--- src/cwl_pkg.sv ---
/*
  Shared constants and types for the configuration word loader.
  Assumes a program flash read port with a fixed read latency.
*/
package cwl_pkg;

    localparam int CWL_WORD_W = 24;
    localparam int CWL_ADDR_W = 24;

    // configuration space base for table access
    localparam logic [23:0] CWL_CFG_SPACE_BASE = 24'hF80000;
    localparam logic [23:0] CWL_CFG_SPACE_LO = 24'h800000;
    localparam logic [23:0] CWL_CFG_SPACE_HI = 24'hFFFFFF;
    // table-access addresses of the volatile copies and the id register
    localparam logic [23:0] CWL_OFS_WORD_ONE = 24'hF80000;
    localparam logic [23:0] CWL_OFS_WORD_TWO = 24'hF80002;
    localparam logic [23:0] CWL_OFS_PART_ID = 24'hFF0000;

    // flash locations of word 1 for each memory size; word 2 is two below
    localparam logic [23:0] CWL_W1_ADDR_SMALL = 24'h00ABFE;
    localparam logic [23:0] CWL_W1_ADDR_MID = 24'h00FFFE;
    localparam logic [23:0] CWL_W1_ADDR_LARGE = 24'h0157FE;
    localparam logic [23:0] CWL_W2_ADDR_STEP = 24'h000002;

    localparam logic [23:0] CWL_CELL_RESET = 24'hFFFFFF;
    // bits forced to one on read: upper byte, w1 bits 15, 9, 5
    localparam logic [23:0] CWL_W1_FORCE_ONE = 24'hFF8220;
    // w2: upper byte, bits 14-11, 4-2
    localparam logic [23:0] CWL_W2_FORCE_ONE = 24'hFF781C;

    localparam int CWL_W1_TEST_PORT = 14;
    localparam int CWL_W1_CODE_PROT = 13;
    localparam int CWL_W1_WRITE_PROT = 12;
    localparam int CWL_W1_DEBUG_N = 11;
    localparam int CWL_W1_EMUL_N = 10;
    localparam int CWL_W1_PIN_PAIR = 8;
    localparam int CWL_W1_WDT_EN = 7;
    localparam int CWL_W1_WIN_DIS = 6;
    localparam int CWL_W1_PRESCALE = 4;
    localparam int CWL_W1_POST_LSB = 0;
    localparam int CWL_W2_TWO_SPEED = 15;
    localparam int CWL_W2_OSC_LSB = 8;
    localparam int CWL_W2_SWM_LSB = 6;
    localparam int CWL_W2_PIN_FUNC = 5;
    localparam int CWL_W2_POSC_LSB = 0;
    localparam int CWL_ID_FAM_LSB = 6;

    // identity codes, values arbitrary
    localparam logic [7:0] CWL_FAMILY_ID_DEFAULT = 8'h5A;
    localparam logic [5:0] CWL_PART_ID_DEFAULT = 6'h2A;

    localparam logic [1:0] CWL_POSC_EXT_CLOCK = 2'h0;
    localparam logic [1:0] CWL_POSC_OFF = 2'h3;

    typedef enum logic [2:0] {
        CWL_OSC_FAST_RC = 3'h0,
        CWL_OSC_FAST_RC_WITH_PLL = 3'h1,
        CWL_OSC_PRIMARY = 3'h2,
        CWL_OSC_PRIMARY_PLL = 3'h3,
        CWL_OSC_SECONDARY_OSC = 3'h4,
        CWL_OSC_LOW_POWER_RC = 3'h5,
        CWL_OSC_RESERVED = 3'h6,
        CWL_OSC_FAST_RC_DIVIDED = 3'h7
    } cwl_osc_t;

    typedef enum logic [1:0] {
        CWL_BOOT_NORMAL = 2'h0,
        CWL_BOOT_DEBUG = 2'h1,
        CWL_BOOT_EMULATION = 2'h2
    } cwl_boot_t;

    typedef struct packed {
        logic test_port_enable;
        logic code_protect_n;
        logic write_protect_n;
        cwl_boot_t boot_mode;
        logic debug_pin_pair_select;
        logic watchdog_enable_cfg;
        logic window_mode_disable;
        logic watchdog_prescale_select;
        logic [3:0] watchdog_postscale_select;
        logic two_speed_startup_enable;
        cwl_osc_t initial_osc_select;
        logic clock_switch_enable;
        logic fail_safe_monitor_enable;
        logic clock_out_pin;
        logic [1:0] primary_osc_mode;
    } cwl_cfg_t;

endpackage : cwl_pkg

--- src/cwl_config_word_loader.sv ---
/*
  Configuration word loader: copies two packed flash words into volatile
  cells at power-on reset, decodes them, serves table reads and write-once writes.
  Assumes the flash answers a read after FLASH_LAT cycles and that the
  power-on indication is high only for a power-on reset.
*/
// Operation
// - zero means programmed, one means unprogrammed and selects default setting
// - configuration space starts at F80000h, reached only by table access; in_cfg_space decodes it from CWL_CFG_SPACE_LO, 800000h
// - volatile cells loaded automatically from flash words during power-on resets
// - word 1 from topmost program word, word 2 the word below
// - power-on sets all cells to one; other resets keep values, no refetch
// - each programmable bit writable once per power cycle; later writes ignored
// - word 1 bit 15 reserved kept one; bits 9 and 5 read one
// - word 1 bit 14 enables test port when one
// - word 1 bit 13 zero enables code protection
// - word 1 bit 12 zero blocks program memory writes
// - bit 11 zero debug mode, bit 10 zero emulation, else normal
// - word 1 bit 8 selects debug pin pair two when one
// - bit 7 enables watchdog; bit 6 zero windowed, needs enable
// - word 1 bit 4 selects prescale 1:128 when one, else 1:32
// - bits 3-0 select postscale ratio one to two power field
// - word 2 bit 15 enables two-speed start-up; unimplemented bits read one
// - word 2 bits 10-8 select the reset oscillator source
// - word 2 bits 7-6 control clock switching and fail-safe monitor
// - bit 5 selects clock-out pin only when primary mode is 11 or 00
// - word 2 bits 1-0 configure primary oscillator mode
// - id register: family id bits 13-6, part id bits 5-0, rest zero
`timescale 1ns/1ns
module cwl_config_word_loader #(
    parameter logic [1:0] MEM_SIZE = 2'h2,
    parameter int FLASH_LAT = 2,
    parameter logic [7:0] FAMILY_ID = cwl_pkg::CWL_FAMILY_ID_DEFAULT,
    parameter logic [5:0] PART_ID = cwl_pkg::CWL_PART_ID_DEFAULT
) (
    input wire logic clk_sys_in, // 250 MHz system clock
    input wire logic arst_n_in, // async reset, active low
    input wire logic por_in, // high when reset cause is power-on
    output logic flash_rd_out, // flash read strobe
    output logic [23:0] flash_addr_out, // flash word address
    input wire logic [23:0] flash_data_in, // flash read data
    input wire logic flash_valid_in, // flash data valid pulse
    input wire logic tbl_rd_in, // table read strobe
    input wire logic tbl_wr_in, // table write strobe
    input wire logic [23:0] tbl_addr_in, // table address
    input wire logic [23:0] tbl_wdata_in, // table write data
    output logic [23:0] tbl_rdata_out, // table read data
    output logic tbl_ack_out, // table access done pulse
    output logic core_reset_n_out, // internal reset release
    output cwl_pkg::cwl_cfg_t cfg_out, // decoded configuration
    output logic wdt_config_error_out // windowed mode without enable
);

    initial
    begin
        if (MEM_SIZE > 2'h2 || FLASH_LAT < 1 || FLASH_LAT > 15)
        begin
            $error("cwl: unsupported parameter values");
        end
    end

    ////////////////////////////////////////////////////////////////////

    typedef enum logic [2:0] {
        CWL_ST_IDLE = 3'h0,
        CWL_ST_REQ1 = 3'h1,
        CWL_ST_WAIT1 = 3'h2,
        CWL_ST_REQ2 = 3'h3,
        CWL_ST_WAIT2 = 3'h4,
        CWL_ST_DONE = 3'h5
    } cwl_state_t;

    cwl_state_t state;
    cwl_state_t next_state;
    logic [23:0] word_one;
    logic [23:0] word_two;
    logic loaded;
    logic pending_por;
    logic [23:0] written_one;
    logic [23:0] written_two;

    wire [23:0] w1_addr = (MEM_SIZE == 2'h0) ? cwl_pkg::CWL_W1_ADDR_SMALL :
                          (MEM_SIZE == 2'h1) ? cwl_pkg::CWL_W1_ADDR_MID :
                          cwl_pkg::CWL_W1_ADDR_LARGE;
    wire [23:0] w2_addr = w1_addr - cwl_pkg::CWL_W2_ADDR_STEP;

    // effective views with unimplemented and reserved bits forced
    wire [23:0] w1_view = word_one | cwl_pkg::CWL_W1_FORCE_ONE;
    wire [23:0] w2_view = word_two | cwl_pkg::CWL_W2_FORCE_ONE;
    wire [23:0] id_view = {10'h000, FAMILY_ID, PART_ID};

    wire in_cfg_space = tbl_addr_in >= cwl_pkg::CWL_CFG_SPACE_LO;
    wire hit_one = in_cfg_space && tbl_addr_in == cwl_pkg::CWL_OFS_WORD_ONE;
    wire hit_two = in_cfg_space && tbl_addr_in == cwl_pkg::CWL_OFS_WORD_TWO;
    wire hit_id = in_cfg_space && tbl_addr_in == cwl_pkg::CWL_OFS_PART_ID;

    // write-once: only cells still at one and not yet written may drop
    wire [23:0] prog_one = ~tbl_wdata_in & ~written_one &
                           ~cwl_pkg::CWL_W1_FORCE_ONE;
    wire [23:0] prog_two = ~tbl_wdata_in & ~written_two &
                           ~cwl_pkg::CWL_W2_FORCE_ONE;
    wire wr_one = tbl_wr_in && hit_one && loaded;
    wire wr_two = tbl_wr_in && hit_two && loaded;

    wire [23:0] rd_mux = hit_one ? w1_view :
                         hit_two ? w2_view :
                         hit_id ? id_view : 24'h000000;

    ////////////////////////////////////////////////////////////////////

    always_comb
    begin
        next_state = state;
        case (state)
            CWL_ST_IDLE: next_state = pending_por ? CWL_ST_REQ1 : CWL_ST_DONE;
            CWL_ST_REQ1: next_state = CWL_ST_WAIT1;
            CWL_ST_WAIT1: next_state = flash_valid_in ? CWL_ST_REQ2 : CWL_ST_WAIT1;
            CWL_ST_REQ2: next_state = CWL_ST_WAIT2;
            CWL_ST_WAIT2: next_state = flash_valid_in ? CWL_ST_DONE : CWL_ST_WAIT2;
            CWL_ST_DONE: next_state = CWL_ST_DONE;
            default: next_state = CWL_ST_IDLE;
        endcase
    end

    // power-on cause captured after release, never inside the reset branch
    logic por_seen;
    always_ff @(posedge clk_sys_in or negedge arst_n_in)
    begin
        if (!arst_n_in)
        begin
            por_seen <= 1'b0;
            pending_por <= 1'b0;
        end
        else if (!por_seen)
        begin
            por_seen <= 1'b1;
            pending_por <= por_in;
        end
    end

    always_ff @(posedge clk_sys_in or negedge arst_n_in)
    begin
        if (!arst_n_in)
            state <= CWL_ST_IDLE;
        else if (por_seen)
            state <= next_state;
    end

    // cells are not touched by non-power-on resets
    always_ff @(posedge clk_sys_in)
    begin
        if (por_seen && state == CWL_ST_IDLE && pending_por)
        begin
            word_one <= cwl_pkg::CWL_CELL_RESET;
            word_two <= cwl_pkg::CWL_CELL_RESET;
            written_one <= 24'h000000;
            written_two <= 24'h000000;
        end
        else if (state == CWL_ST_WAIT1 && flash_valid_in)
            word_one <= flash_data_in;
        else if (state == CWL_ST_WAIT2 && flash_valid_in)
            word_two <= flash_data_in;
        else
        begin
            if (wr_one)
            begin
                word_one <= word_one & ~prog_one;
                written_one <= written_one | prog_one;
            end
            if (wr_two)
            begin
                word_two <= word_two & ~prog_two;
                written_two <= written_two | prog_two;
            end
        end
    end

    assign loaded = state == CWL_ST_DONE;

    always_ff @(posedge clk_sys_in or negedge arst_n_in)
    begin
        if (!arst_n_in)
        begin
            flash_rd_out <= 1'b0;
            flash_addr_out <= 24'h000000;
            core_reset_n_out <= 1'b0;
            tbl_ack_out <= 1'b0;
            tbl_rdata_out <= 24'h000000;
        end
        else
        begin
            flash_rd_out <= next_state == CWL_ST_REQ1 || next_state == CWL_ST_REQ2;
            flash_addr_out <= (next_state == CWL_ST_REQ2) ? w2_addr : w1_addr;
            core_reset_n_out <= next_state == CWL_ST_DONE && por_seen;
            tbl_ack_out <= loaded && (tbl_rd_in || tbl_wr_in);
            tbl_rdata_out <= (loaded && tbl_rd_in) ? rd_mux : 24'h000000;
        end
    end

    ////////////////////////////////////////////////////////////////////

    cwl_pkg::cwl_cfg_t next_cfg;
    always_comb
    begin
        next_cfg.test_port_enable = w1_view[cwl_pkg::CWL_W1_TEST_PORT];
        next_cfg.code_protect_n = w1_view[cwl_pkg::CWL_W1_CODE_PROT];
        next_cfg.write_protect_n = w1_view[cwl_pkg::CWL_W1_WRITE_PROT];
        if (!w1_view[cwl_pkg::CWL_W1_DEBUG_N])
            next_cfg.boot_mode = cwl_pkg::CWL_BOOT_DEBUG;
        else if (!w1_view[cwl_pkg::CWL_W1_EMUL_N])
            next_cfg.boot_mode = cwl_pkg::CWL_BOOT_EMULATION;
        else
            next_cfg.boot_mode = cwl_pkg::CWL_BOOT_NORMAL;
        next_cfg.debug_pin_pair_select = w1_view[cwl_pkg::CWL_W1_PIN_PAIR];
        next_cfg.watchdog_enable_cfg = w1_view[cwl_pkg::CWL_W1_WDT_EN];
        next_cfg.window_mode_disable = w1_view[cwl_pkg::CWL_W1_WIN_DIS];
        next_cfg.watchdog_prescale_select = w1_view[cwl_pkg::CWL_W1_PRESCALE];
        next_cfg.watchdog_postscale_select =
            w1_view[cwl_pkg::CWL_W1_POST_LSB +: 4];
        next_cfg.two_speed_startup_enable = w2_view[cwl_pkg::CWL_W2_TWO_SPEED];
        next_cfg.initial_osc_select =
            cwl_pkg::cwl_osc_t'(w2_view[cwl_pkg::CWL_W2_OSC_LSB +: 3]);
        next_cfg.clock_switch_enable = !w2_view[cwl_pkg::CWL_W2_SWM_LSB + 1];
        next_cfg.fail_safe_monitor_enable =
            w2_view[cwl_pkg::CWL_W2_SWM_LSB +: 2] == 2'h0;
        next_cfg.primary_osc_mode = w2_view[cwl_pkg::CWL_W2_POSC_LSB +: 2];
        next_cfg.clock_out_pin = w2_view[cwl_pkg::CWL_W2_PIN_FUNC] &&
            (next_cfg.primary_osc_mode == cwl_pkg::CWL_POSC_OFF ||
             next_cfg.primary_osc_mode == cwl_pkg::CWL_POSC_EXT_CLOCK);
    end

    always_ff @(posedge clk_sys_in or negedge arst_n_in)
    begin
        if (!arst_n_in)
        begin
            cfg_out <= '0;
            wdt_config_error_out <= 1'b0;
        end
        else if (loaded)
        begin
            cfg_out <= next_cfg;
            wdt_config_error_out <= !next_cfg.window_mode_disable &&
                                    !next_cfg.watchdog_enable_cfg;
        end
    end
endmodule : cwl_config_word_loader

--- config.mk ---
export PLATFORM = sky130hd
export DESIGN_NAME = cwl_config_word_loader
export DESIGN_NICKNAME = d
export VERILOG_FILES = /design/src/cwl_pkg.sv /design/src/cwl_config_word_loader.sv
export SDC_FILE = /design/constraint.sdc
export NUM_CORES = 1
export LEC_CHECK = 0
export ABC_AREA = 0
export BUFFER_PORTS_ARGS = -buffer_cell sky130_fd_sc_hd__buf_2
export CORE_MARGIN = 10
export CORE_UTILIZATION = 53
export CTS_CLUSTER_DIAMETER = 60
export DETAILED_ROUTE_END_ITERATION = 7
export PLACE_DENSITY = 0.85
export SLEW_MARGIN = 10
export SYNTH_ARGS = -nofsm -noshare
export SYNTH_HDL_FRONTEND = slang
export SYNTH_SLANG_ARGS = --single-unit
--- constraint.sdc ---
create_clock -name clk_sys_in -period 5.75 [get_ports clk_sys_in]
set_clock_uncertainty 0.1 [all_clocks]
set_input_delay 0.8625 -clock clk_sys_in [delete_from_list [all_inputs] [get_ports clk_sys_in]]
set_output_delay 0.8625 -clock clk_sys_in [all_outputs]
set_load 0.02 [all_outputs]
# Word level (Yosys, flattened, before mapping)
# Index checks and enable logic that the tools add are counted.
# Widths: inputs -> output; s select.
[op_classes]
shift = 0
n_mux = 16
add_sub_neg = 0
n_eq_ne = 13
order_cmp = 1
multipliers = 0
div_mod_pow = 0
n_bitwise = 13
n_reduce_logical = 31
[ops]
columns = ["cell", "n"]
rows = [
  ["$mux 24", 8],
  ["$eq 24x24->1 const B", 3],
  ["$and 24x24->24", 2],
  ["$not 16->16", 2],
  ["$ge 24x24->1 const B", 1],
  ["$not 15->24", 1],
  ["$not 16->24", 1],
  ["$or 24x15->24", 1],
  ["$or 24x16->24", 1],
  ["$pmux 3 s6", 1],
  ["$and 16x16->16", 1],
  ["$logic_and 1x1->1", 16],
  ["$and 15x15->15", 1],
  ["$not 15->15", 1],
  ["$mux 13", 1],
  ["$eq 3x2->1 const B", 3],
  ["$eq 3x3->1 const B", 3],
  ["$eq 3x1->1 const B", 2],
  ["$mux 2", 3],
  ["$reduce_and 3->1", 2],
  ["$logic_not 2->1", 2],
  ["$reduce_and 2->1", 2],
  ["$reduce_bool 2->1", 2],
  ["$logic_not 1->1", 3],
  ["7 further kinds", 11],
]
[word_totals]
in_bits = 78
word_cells = 102
ramBits = 0
reg_bits = 168
out_inout_bits = 74
latchBits = 0
mem_bits_ro = 0
mem_count = 0

# Longest topological paths before layout
# Gate-level depths: netlist of the first run.
[depth]
depth_word = 7
mapped_depth = 7
ltp_nobuf = 4

# Worst setup path before layout of the first run
# Ideal clock, no wire load.
[synth_timing]
path_kind = "input to register"
startpoint = "in tbl_addr_in[4]"
endpoint = "reg tbl_rdata_out[11]"
path_stages = 4
t_arrival_ns = 2.196
setup_ns = 0.077
t_required_ns = 5.573
path_slack_ns = 3.377
path_buffers = 1
cell_sequence = "or4_4 or4_4 buf_6 a21oi_1"
[synth_via]
elab_chain_cells = 5
[synth_rtl]
columns = ["element", "line_no", "source"]
rows = [
  ["start: declaration", "cwl_config_word_loader.sv:45", "input wire logic [23:0] tbl_addr_in,"],
  ["$ge 24x24->1 / $eq 24x24->1 (equally long branches)", "cwl_config_word_loader.sv:92, cwl_config_word_loader.sv:94", ""],
  ["$logic_and 1x1->1", "cwl_config_word_loader.sv:94", "wire hit_two = in_cfg_space && tbl_addr_in == cwl_pkg::CWL_OFS_WORD_TWO;"],
  ["$mux 24", "cwl_config_word_loader.sv:106", "hit_two ? w2_view :"],
  ["$mux 24 (*)", "cwl_config_word_loader.sv:105", "wire [23:0] rd_mux = hit_one ? w1_view :"],
  ["$mux 24 (*)", "cwl_config_word_loader.sv:196", "tbl_rdata_out <= (loaded && tbl_rd_in) ? rd_mux : 24'h000000;"],
  ["end signal: assignment", "cwl_config_word_loader.sv:196", ""],
  ["end: declaration", "cwl_config_word_loader.sv:47", "output logic [23:0] tbl_rdata_out,"],
]
# Every way passes the cells marked *; elsewhere a longest branch is shown, timed or not.
# A chain may end at the register's enable or synchronous reset.

# Worst setup path after layout of the first run
[layout_timing]
startpoint = "reg state[2]"
endpoint = "reg tbl_rdata_out[14]"
[layout_via]
elab_chain_cells = 3
[layout_rtl]
columns = ["element", "line_no", "source"]
rows = [
  ["start: declaration", "cwl_config_word_loader.sv:73", "cwl_state_t state;"],
  ["start signal: assignment", "cwl_config_word_loader.sv:146", "state <= next_state;"],
  ["$eq 3x3->1", "cwl_config_word_loader.sv:178", "assign loaded = state == CWL_ST_DONE;"],
  ["$logic_and 1x1->1", "cwl_config_word_loader.sv:196", ""],
  ["$mux 24", "cwl_config_word_loader.sv:196", ""],
]
# No other way between the ends.

==> impl_results.md, run 1 <==
* Number of global-route vias before repair at 3426
* NumNets Final at 611
* First-pass GRT wire length at 17000 um
* Post-synth EDFFs at 0
* Postcts setup bufs at 0
* Pwr dens at 441 nW/um^2
* Tcrit/Tclk final at 45.1%
* Syn-to-layout area delta at 16.5%
* I/O pin count at 152
* Reg clk slew, reported paths at 90 ps
* Area leader, netlist: dfrtp_1
* Core Area at 7690 sq um
* Setup Crit Path Kind: flip-flop to flip-flop
* Final WL at 11000 um
* Clock tree sinks at 93
* Die X at 109 um
* Fillers at 649
* DRC viols at 0
* Hpwl dp at 8280 um
* Skew-Pair Late Insertion Delay at 360 ps
* Storage element area at 2110 sq um
* Area of the multi-input gates at 1760 sq um
* Longest Clk Path Bufs at 2
* Residual overflow from global routing at 0
* VDD IR max at 0.000198 V
* Syn. warnings at 0
* Hold Vio Cnt, Final at 0
* Worst EP required at 5940 ps
* Total iterations of the first detailed-routing run at 5
* Worst hold stages at 2
* Post-cts sizing count at 0
* Finished layout cell area at 4860 sq um
* Fin. max-slew vios at 0
* Die footprint at 11800 sq um
* Post-synth top cells: 69 x nand2_1, 53 x nor2_1, 49 x dfrtp_1
* CP Max Fanout at 21
* Final setup fails at 0
* Max-cap violations at 0
* Main flop type after synthesis: dfrtp_1
* Vias/cell at 5.52
* Initial antenna violation count at 2
* Worst Path Arrival at 2780 ps
* GRT Overall Usage at 17.9%
* Hold-fix buffers at CTS at 0
* Peak Freq at 386 MHz
* Setup TNS at 0 ps
* Final worst path period need at 2590 ps
* Largest net degree at the start of global routing at 50
* CTS buffer count at 9
* TritonCTS clock tree: built
* DP Cell Count at 624
* Status: complete, no violations
* Synth top area cells: dfrtp_1 29%, dfxtp_1 21%, nand2_1 6.2%, buf_4 5.6%, nor2_1 4.8%
* WL/cell at 17.2 um
* Port Buffers at 124
* Top-area cell type share of the netlist area at 29.4%
* Drt first-iter violations at 266
* Synth cell types at 52
* RSZ-0062 raised after global routing: false
* Register area share after synthesis at 50.5%
* Routed Antenna Nets at 0
* Die H at 109 um
* Synth Register Bits at 93
* Routability-driven placement congestion ratio at 0.853
* Least-Margin Pin Slew at 1090 ps
* P_leak at 2.33 nW
* Normalized max-slew margin at 27.6%
* Top-count cell post-synth: nand2_1
* Avg Synthesized Cell Area at 9.53 sq um
* Async SR Flop Fraction at 52.7%
* Share of layout cells above drive strength 1 at 30.1%
* Worst reg-to-reg path cell count at 4
* HP Class: flip-flop to flip-flop
* Cell Rows at 32
* CP endpoint kind: flip-flop
* Setup crit start kind: flip-flop
* Final non-filler cell total at 641
* CTS Root Cell: clkbuf_8
* H-tree Lvls at 3
* Post-Synthesis Cells at 438
* DP Area at 4650 sq um
* Vias post-DR at 3540
* Initial core utilization at 54.3%
* Mapped cell area at 4170 sq um
## registers in the layout, summed over array words and instances (netlist names), 2 cells and up
signal / cells
tbl_rdata_out: 17
written_one: 13
written_two: 9
word_one: 13
state: 3
flash_addr_out: 2
word_two: 9
cfg_out: 22
## metal layers
| metal | track usage [%] | wire [um] | vias to the layer above |
|---|---|---|---|
| met2 | 29.4 | 5350 | 156 |
| li1 | - | - | 1690 |
| met4 | 7.16 | 228 | 2 |
| met5 | 0 | 7 | - |
| met1 | 21.4 | 4390 | 1667 |
| met3 | 5.60 | 1030 | 25 |
## final timing paths
| check | start | endpoint | slack [ps] |
|---|---|---|---|
| worst max-delay path | state[2] | tbl_rdata_out[14] | 3160 |
| worst min register to register | word_two[10] | cfg_out[7] | 360 |
| worst min-delay path | word_two[10] | cfg_out[7] | 360 |
| max in group asynchronous | arst_n_in | cfg_out[16] | 4310 |
| min in group asynchronous | arst_n_in | state[2] | 570 |
| worst max register to register | state[2] | tbl_rdata_out[14] | 3160 |
## cells by family (layout without fill, tap and decap cells)
group	after synthesis	after routing	synth area share, %
adders and majority gates	1	1	0.240
muxes	2	2	0.510
xor gates and xnor gates	1	1	0.210
and+or+nand+nor	191	191	23.8
buffers and inverters	57	147	8.24
AOI/OAI and AO/OA	91	91	16.4
DFF	93	93	50.5
other	2	13	0.180
## layout make-up
class,instances,share of cell area [%]
flip-flops and latches,93,43.3
multi-input cells,298,36.3
repair buffers,127,13.2
well taps,102,2.62
clock buffers,9,2.55
clock inverters,7,1.65
inverters,4,0.309
diodes,1,0.0515
## through the flow
stage	utilization (%)	hold slack, ps	setup slack [ps]	total power [mW]
finish	63.2	356	3160	2.14
global route	63.2	382	3040	2.27
CTS	63.2	350	2880	2.14
floorplan	-	326	3380	1.46
global placement	60.5	345	2990	1.67
detailed placement	60.5	346	2910	1.70
## where the power goes
part / internal [mW] / switching, mW
Sequential: 0.819 / 0.150
Combinational: 0.256 / 0.473
Clock: 0.207 / 0.237
## critical path, stage by stage, from the launching register on
cell and delay (ps):
dfrtp_1 580, and3b_1 780, nand2_1 300, or4_4 620, a21oi_1 150
## placed cells by master (no fill, tap or decap), types with 4 or more instances in the layout
cell,Yosys,layout
a22o_1,19,19
inv_1,4,4
nor2_1,53,53
and2_1,7,7
nand2b_1,8,8
nor4_1,11,11
clkbuf_8,0,9
a21oi_1,25,25
o2bb2ai_1,10,10
nor3_1,6,6
o21ai_0,5,5
o21a_1,7,7
conb_1,2,12
nand2_1,69,68
dfrtp_1,49,49
a211oi_1,10,10
dfxtp_1,44,44
nand3_1,7,7
buf_2,5,124
Note: power is estimated with default switching activity, not from simulation.
==> run 2, diff against run 1 <==
--- a/config.mk
+++ b/config.mk
@@ -8,10 +8,10 @@
 export ABC_AREA = 0
 export BUFFER_PORTS_ARGS = -buffer_cell sky130_fd_sc_hd__buf_2
 export CORE_MARGIN = 10
-export CORE_UTILIZATION = 53
+export CORE_UTILIZATION = 49
 export CTS_CLUSTER_DIAMETER = 60
 export DETAILED_ROUTE_END_ITERATION = 7
-export PLACE_DENSITY = 0.85
+export PLACE_DENSITY = 0.79
 export SLEW_MARGIN = 10
 export SYNTH_ARGS = -nofsm -noshare
 export SYNTH_HDL_FRONTEND = slang
==> constraint.sdc (replaced) <==
create_clock -name clk_sys_in -period 2.5 [get_ports clk_sys_in]
set_clock_uncertainty 0.1 [all_clocks]
set_input_delay 0.375 -clock clk_sys_in [delete_from_list [all_inputs] [get_ports clk_sys_in]]
set_output_delay 0.375 -clock clk_sys_in [all_outputs]
set_load 0.02 [all_outputs]
==> impl_results.md, run 2 (synthesis gave the netlist of run 1 again) <==
* Cell Rows at 33
* Biggest registers after layout: cfg_out: 22 flops, tbl_rdata_out: 17 flops
* I/O pin count at 152
* Setup crit start kind: flip-flop
* Die footprint at 12600 sq um
* Hpwl dp at 8480 um
* Vias/cell at 5.41
* Longest Clk Path Bufs at 2
* Vias post-DR at 3521
* CP endpoint kind: flip-flop
* Commonest non-fill, non-tap cell in the layout: buf_2
* Worst Path Arrival at 2290 ps
* Fin. max-slew vios at 0
* Largest register FFs at 22
* Setup ws final at 405 ps
* Skew-Pair Late Insertion Delay at 360 ps
* Total iterations of the first detailed-routing run at 4
* P_leak at 2.36 nW
* First-pass GRT wire length at 17700 um
* Final core occ at 59.6%
* Die H at 112 um
* Residual overflow from global routing at 0
* CP Max Fanout at 13
* Worst EP required at 2700 ps
* Top reg by flops: cfg_out
* Tcrit/Tclk final at 83.8%
* Hold Vio Cnt, Final at 0
* Hold-fix buffers at CTS at 1
* Number of global-route vias before repair at 3549
* Worst hold slack at 144 ps
* WL/cell at 17.0 um
* Pwr dens at 1020 nW/um^2
* Largest net degree at the start of global routing at 35
* Clock tree sinks at 93
* HP Class: primary input to flip-flop
* RSZ-0062 raised after global routing: false
* Share of layout cells above drive strength 1 at 30.5%
* Drt first-iter violations at 220
* Postcts setup bufs at 0
* Normalized max-slew margin at 59.8%
* Reg2reg setup slack at 410 ps
* Routability-driven placement congestion ratio at 0.873
* Post-cts sizing count at 0
* NumNets Final at 617
* Least-Margin Pin Slew at 598 ps
* Setup Crit Path Kind: flip-flop to flip-flop
* Syn-to-layout area delta at 17.9%
* Core Area at 8260 sq um
* Port Buffers at 124
* CTS buffer count at 9
* Peak Freq at 477 MHz
* Initial core utilization at 50.5%
* H-tree Lvls at 3
* Max-cap violations at 0
* Routed Antenna Nets at 0
* Setup TNS at 0 ps
* Final worst path period need at 2090 ps
* Reg clk slew, reported paths at 100 ps
* GRT Overall Usage at 17.0%
* VDD IR max at 0.000360 V
* Initial antenna violation count at 3
* CTS Root Cell: clkbuf_8
* Final setup fails at 0
* Die X at 112 um
* Final WL at 11100 um
* DRC viols at 0
* Status: complete, no violations
* TritonCTS clock tree: built
* Setup Slack @ Placement at 316 ps
* Most frequent cells in the layout: 124 x buf_2, 69 x nand2_1, 53 x nor2_1
-- run 2: cell type report --
cell class / instances / area (sq um)
Sequential cell: 93 / 2110
Multi-Input combinational cell: 298 / 1760
Tap cell: 105 / 131
Timing Repair Buffer: 133 / 691
Clock inverter: 7 / 87.6
Inverter: 4 / 15.0
Clock buffer: 9 / 124
Fill cell: 731 / 3340
Antenna cell: 2 / 5.00
-- run 2: worst paths after layout --
check,start,end,depth (start not counted)
min in group asynchronous,arst_n_in,state[2],2
worst max register to register,state[2],tbl_rdata_out[2],4
worst min register to register,word_two[10],cfg_out[7],2
worst min-delay path,por_in,pending_por,2
max in group asynchronous,arst_n_in,cfg_out[16],3
worst max-delay path,state[2],tbl_rdata_out[2],4
-- run 2: where the power goes --
group	leakage [nW]	internal (mW)	switching, mW	total (mW)
combinational	1.29	0.622	1.09	1.71
clock	0.102	0.486	0.581	1.07
sequential	0.970	1.89	0.340	2.22
-- run 2: critical path, stage by stage (launching register included) --
cell     delay [ps]
dfrtp_1         550
and3b_1         410
nand2_1         200
or4_4           590
a21oi_1         160
-- run 2: layer usage --
| layer | track usage [%] | share of wire, % | vias to the layer above |
|---|---|---|---|
| met3 | 6.12 | 9.0 | 18 |
| met1 | 19.9 | 41 | 1669 |
| met4 | 6.26 | 1.4 | 2 |
| li1 | - | - | 1700 |
| met2 | 28.1 | 49 | 132 |
| met5 | 0 | 0.063 | - |
-- run 2: per-stage QoR --
stage                     area [sq um]  cells  power, mW
after detailed placement          4690    632       3.97
final                             4920    651       5.00
after floorplan                   4210    448       3.36
after global routing              4920    649       5.33
after CTS                         4920    649       5.02
after global placement            4690    632       3.89
==> run 3, diff against run 2 <==
--- a/config.mk
+++ b/config.mk
@@ -8,10 +8,10 @@
 export ABC_AREA = 0
 export BUFFER_PORTS_ARGS = -buffer_cell sky130_fd_sc_hd__buf_2
 export CORE_MARGIN = 10
-export CORE_UTILIZATION = 49
+export CORE_UTILIZATION = 45
 export CTS_CLUSTER_DIAMETER = 60
 export DETAILED_ROUTE_END_ITERATION = 7
-export PLACE_DENSITY = 0.79
+export PLACE_DENSITY = 0.77
 export SLEW_MARGIN = 10
 export SYNTH_ARGS = -nofsm -noshare
 export SYNTH_HDL_FRONTEND = slang
==> constraint.sdc (replaced) <==
create_clock -name clk_sys_in -period 1.7 [get_ports clk_sys_in]
set_clock_uncertainty 0.1 [all_clocks]
set_input_delay 0.255 -clock clk_sys_in [delete_from_list [all_inputs] [get_ports clk_sys_in]]
set_output_delay 0.255 -clock clk_sys_in [all_outputs]
set_load 0.02 [all_outputs]
==> impl_results.md, run 3 (synthesis gave the netlist of run 1 again) <==
* Status: complete, no violations
* Final WL at 11600 um
* CTS Root Cell: clkbuf_8
* CP endpoint kind: flip-flop
* Residual overflow from global routing at 0
* Initial core utilization at 45.6%
* Routed Antenna Nets at 0
* Setup crit start kind: flip-flop
* Initial antenna violation count at 3
* H-tree Lvls at 3
* Commonest non-fill, non-tap cell in the layout: buf_2
* Worst Path Arrival at 1840 ps
* Least-Margin Pin Slew at 604 ps
* Max-cap violations at 0
* Die H at 116 um
* Fin. max-slew vios at 0
* Final non-filler cell total at 686
* Largest register FFs at 22
* Normalized max-slew margin at 59.7%
* Hold Vio Cnt, Final at 0
* NumNets Final at 648
* Skew-Pair Late Insertion Delay at 360 ps
* Total iterations of the first detailed-routing run at 4
* Drt first-iter violations at 197
* Ant diodes at 0
* GRT Overall Usage at 16.6%
* CP Max Fanout at 7
* Vias/cell at 5.24
* Vias post-DR at 3595
* Setup ws final at 28.7 ps
* TritonCTS clock tree: built
* DP Cell Count at 665
* P_leak at 2.55 nW
* Top reg by flops: cfg_out
* Reg clk slew, reported paths at 90 ps
* Routability-driven placement congestion ratio at 0.851
* Die footprint at 13500 sq um
* Core Area at 9150 sq um
* Setup Slack @ Placement at -233 ps
* Hpwl dp at 8880 um
* RSZ-0062 raised after global routing: true
* Cell Rows at 35
* Pwr dens at 1440 nW/um^2
* Largest net degree at the start of global routing at 35
* Final worst path period need at 1670 ps
* Port Buffers at 124
* Most frequent cells in the layout: 124 x buf_2, 67 x nand2_1, 53 x nor2_1
* Setup Crit Path Kind: flip-flop to flip-flop
* Syn-to-layout area delta at 27.2%
* WL/cell at 16.9 um
* Number of global-route vias before repair at 3678
* DRC viols at 0
* VDD IR max at 0.000601 V
* Peak Freq at 598 MHz
* CTS buffer count at 9
* Tcrit/Tclk final at 98.3%
* Longest Clk Path Bufs at 2
* Share of layout cells above drive strength 1 at 37.4%
* Worst EP required at 1870 ps
* First-pass GRT wire length at 18100 um
* Final setup fails at 0
* Clock tree sinks at 93
* HP Class: primary input to flip-flop
* I/O pin count at 152
* Die X at 116 um
* Biggest registers after layout: cfg_out: 22 flops, tbl_rdata_out: 17 flops
-- run 3: cell types whose count changed in the layout (fill, tap and decap cells not counted), sizes merged --
cell,previous run,this run
buf,132,163
inv,8,5
clkbuf,9,11
diode,2,0
bufinv,1,2
clkinv,0,1
clkinvlp,2,1
-- run 3: final cells by class --
cell class                 count  area, sq um
clock buffer                  11          131
timing repair buffer         164          972
sequential                    93         2110
tap                          111          139
multi-input combinational    298         1860
fill                         798         3840
inverter                       4         18.8
clock inverter                 5         82.6
-- run 3: where the power goes --
group / switching, mW / leakage [nW] / total, mW / internal [mW]
combinational: 1.70 / 1.47 / 2.78 / 1.08
clock: 0.767 / 0.108 / 1.61 / 0.838
sequential: 0.473 / 0.969 / 3.25 / 2.78
total: 2.94 / 2.55 / 7.63 / 4.69
-- run 3: repair_timing --
action | in CTS | in global routing
setup buffers | 3 | 1
pin swaps | 0 | 2
resized for setup | 3 | 14
hold buffers | 1 | 0
hold endpoints to repair | 23 | 0
setup endpoints to repair | 19 | 44
-- run 3: stage by stage --
| step | area [sq um] | util (%) | TNS (ps) | hold slack, ps | total power [mW] |
|---|---|---|---|---|---|
| after detailed placement | 4980 | 54.5 | -7820 | 192 | 5.97 |
| after floorplan | 4270 | - | -75.1 | -141 | 4.99 |
| after global placement | 4980 | 54.5 | -5410 | 192 | 5.86 |
| final | 5310 | 58.0 | 0 | 28.4 | 7.63 |
| after global routing | 5310 | 58.0 | -145 | 42.6 | 8.14 |
| after CTS | 5240 | 57.2 | 0 | 27.6 | 7.57 |
-- run 3: final timing paths --
path,startpoint,to,slack [ps],cells after the start
worst max-delay path,state[0],word_two[0],30,5
worst min-delay path,por_in,pending_por,30,2
worst max register to register,state[0],word_two[0],30,5
worst min register to register,word_two[10],cfg_out[7],370,2
max in group asynchronous,arst_n_in,cfg_out[13],600,3
min in group asynchronous,arst_n_in,cfg_out[20],330,2
-- run 3: per-layer routing --
layer	track usage [%]	wire length, um	up-vias
li1	-	-	1760
met1	19.7	4670	1697
met2	27.8	5720	109
met3	4.88	957	23
met4	6.17	195	6
met5	0	39	-
-- run 3: worst max-delay path, stage by stage (launching register included) --
cell,delay (ps)
dfrtp_2,460
and3b_2,250
and4_1,180
and3_1,180
buf_4,160
a221oi_1,250
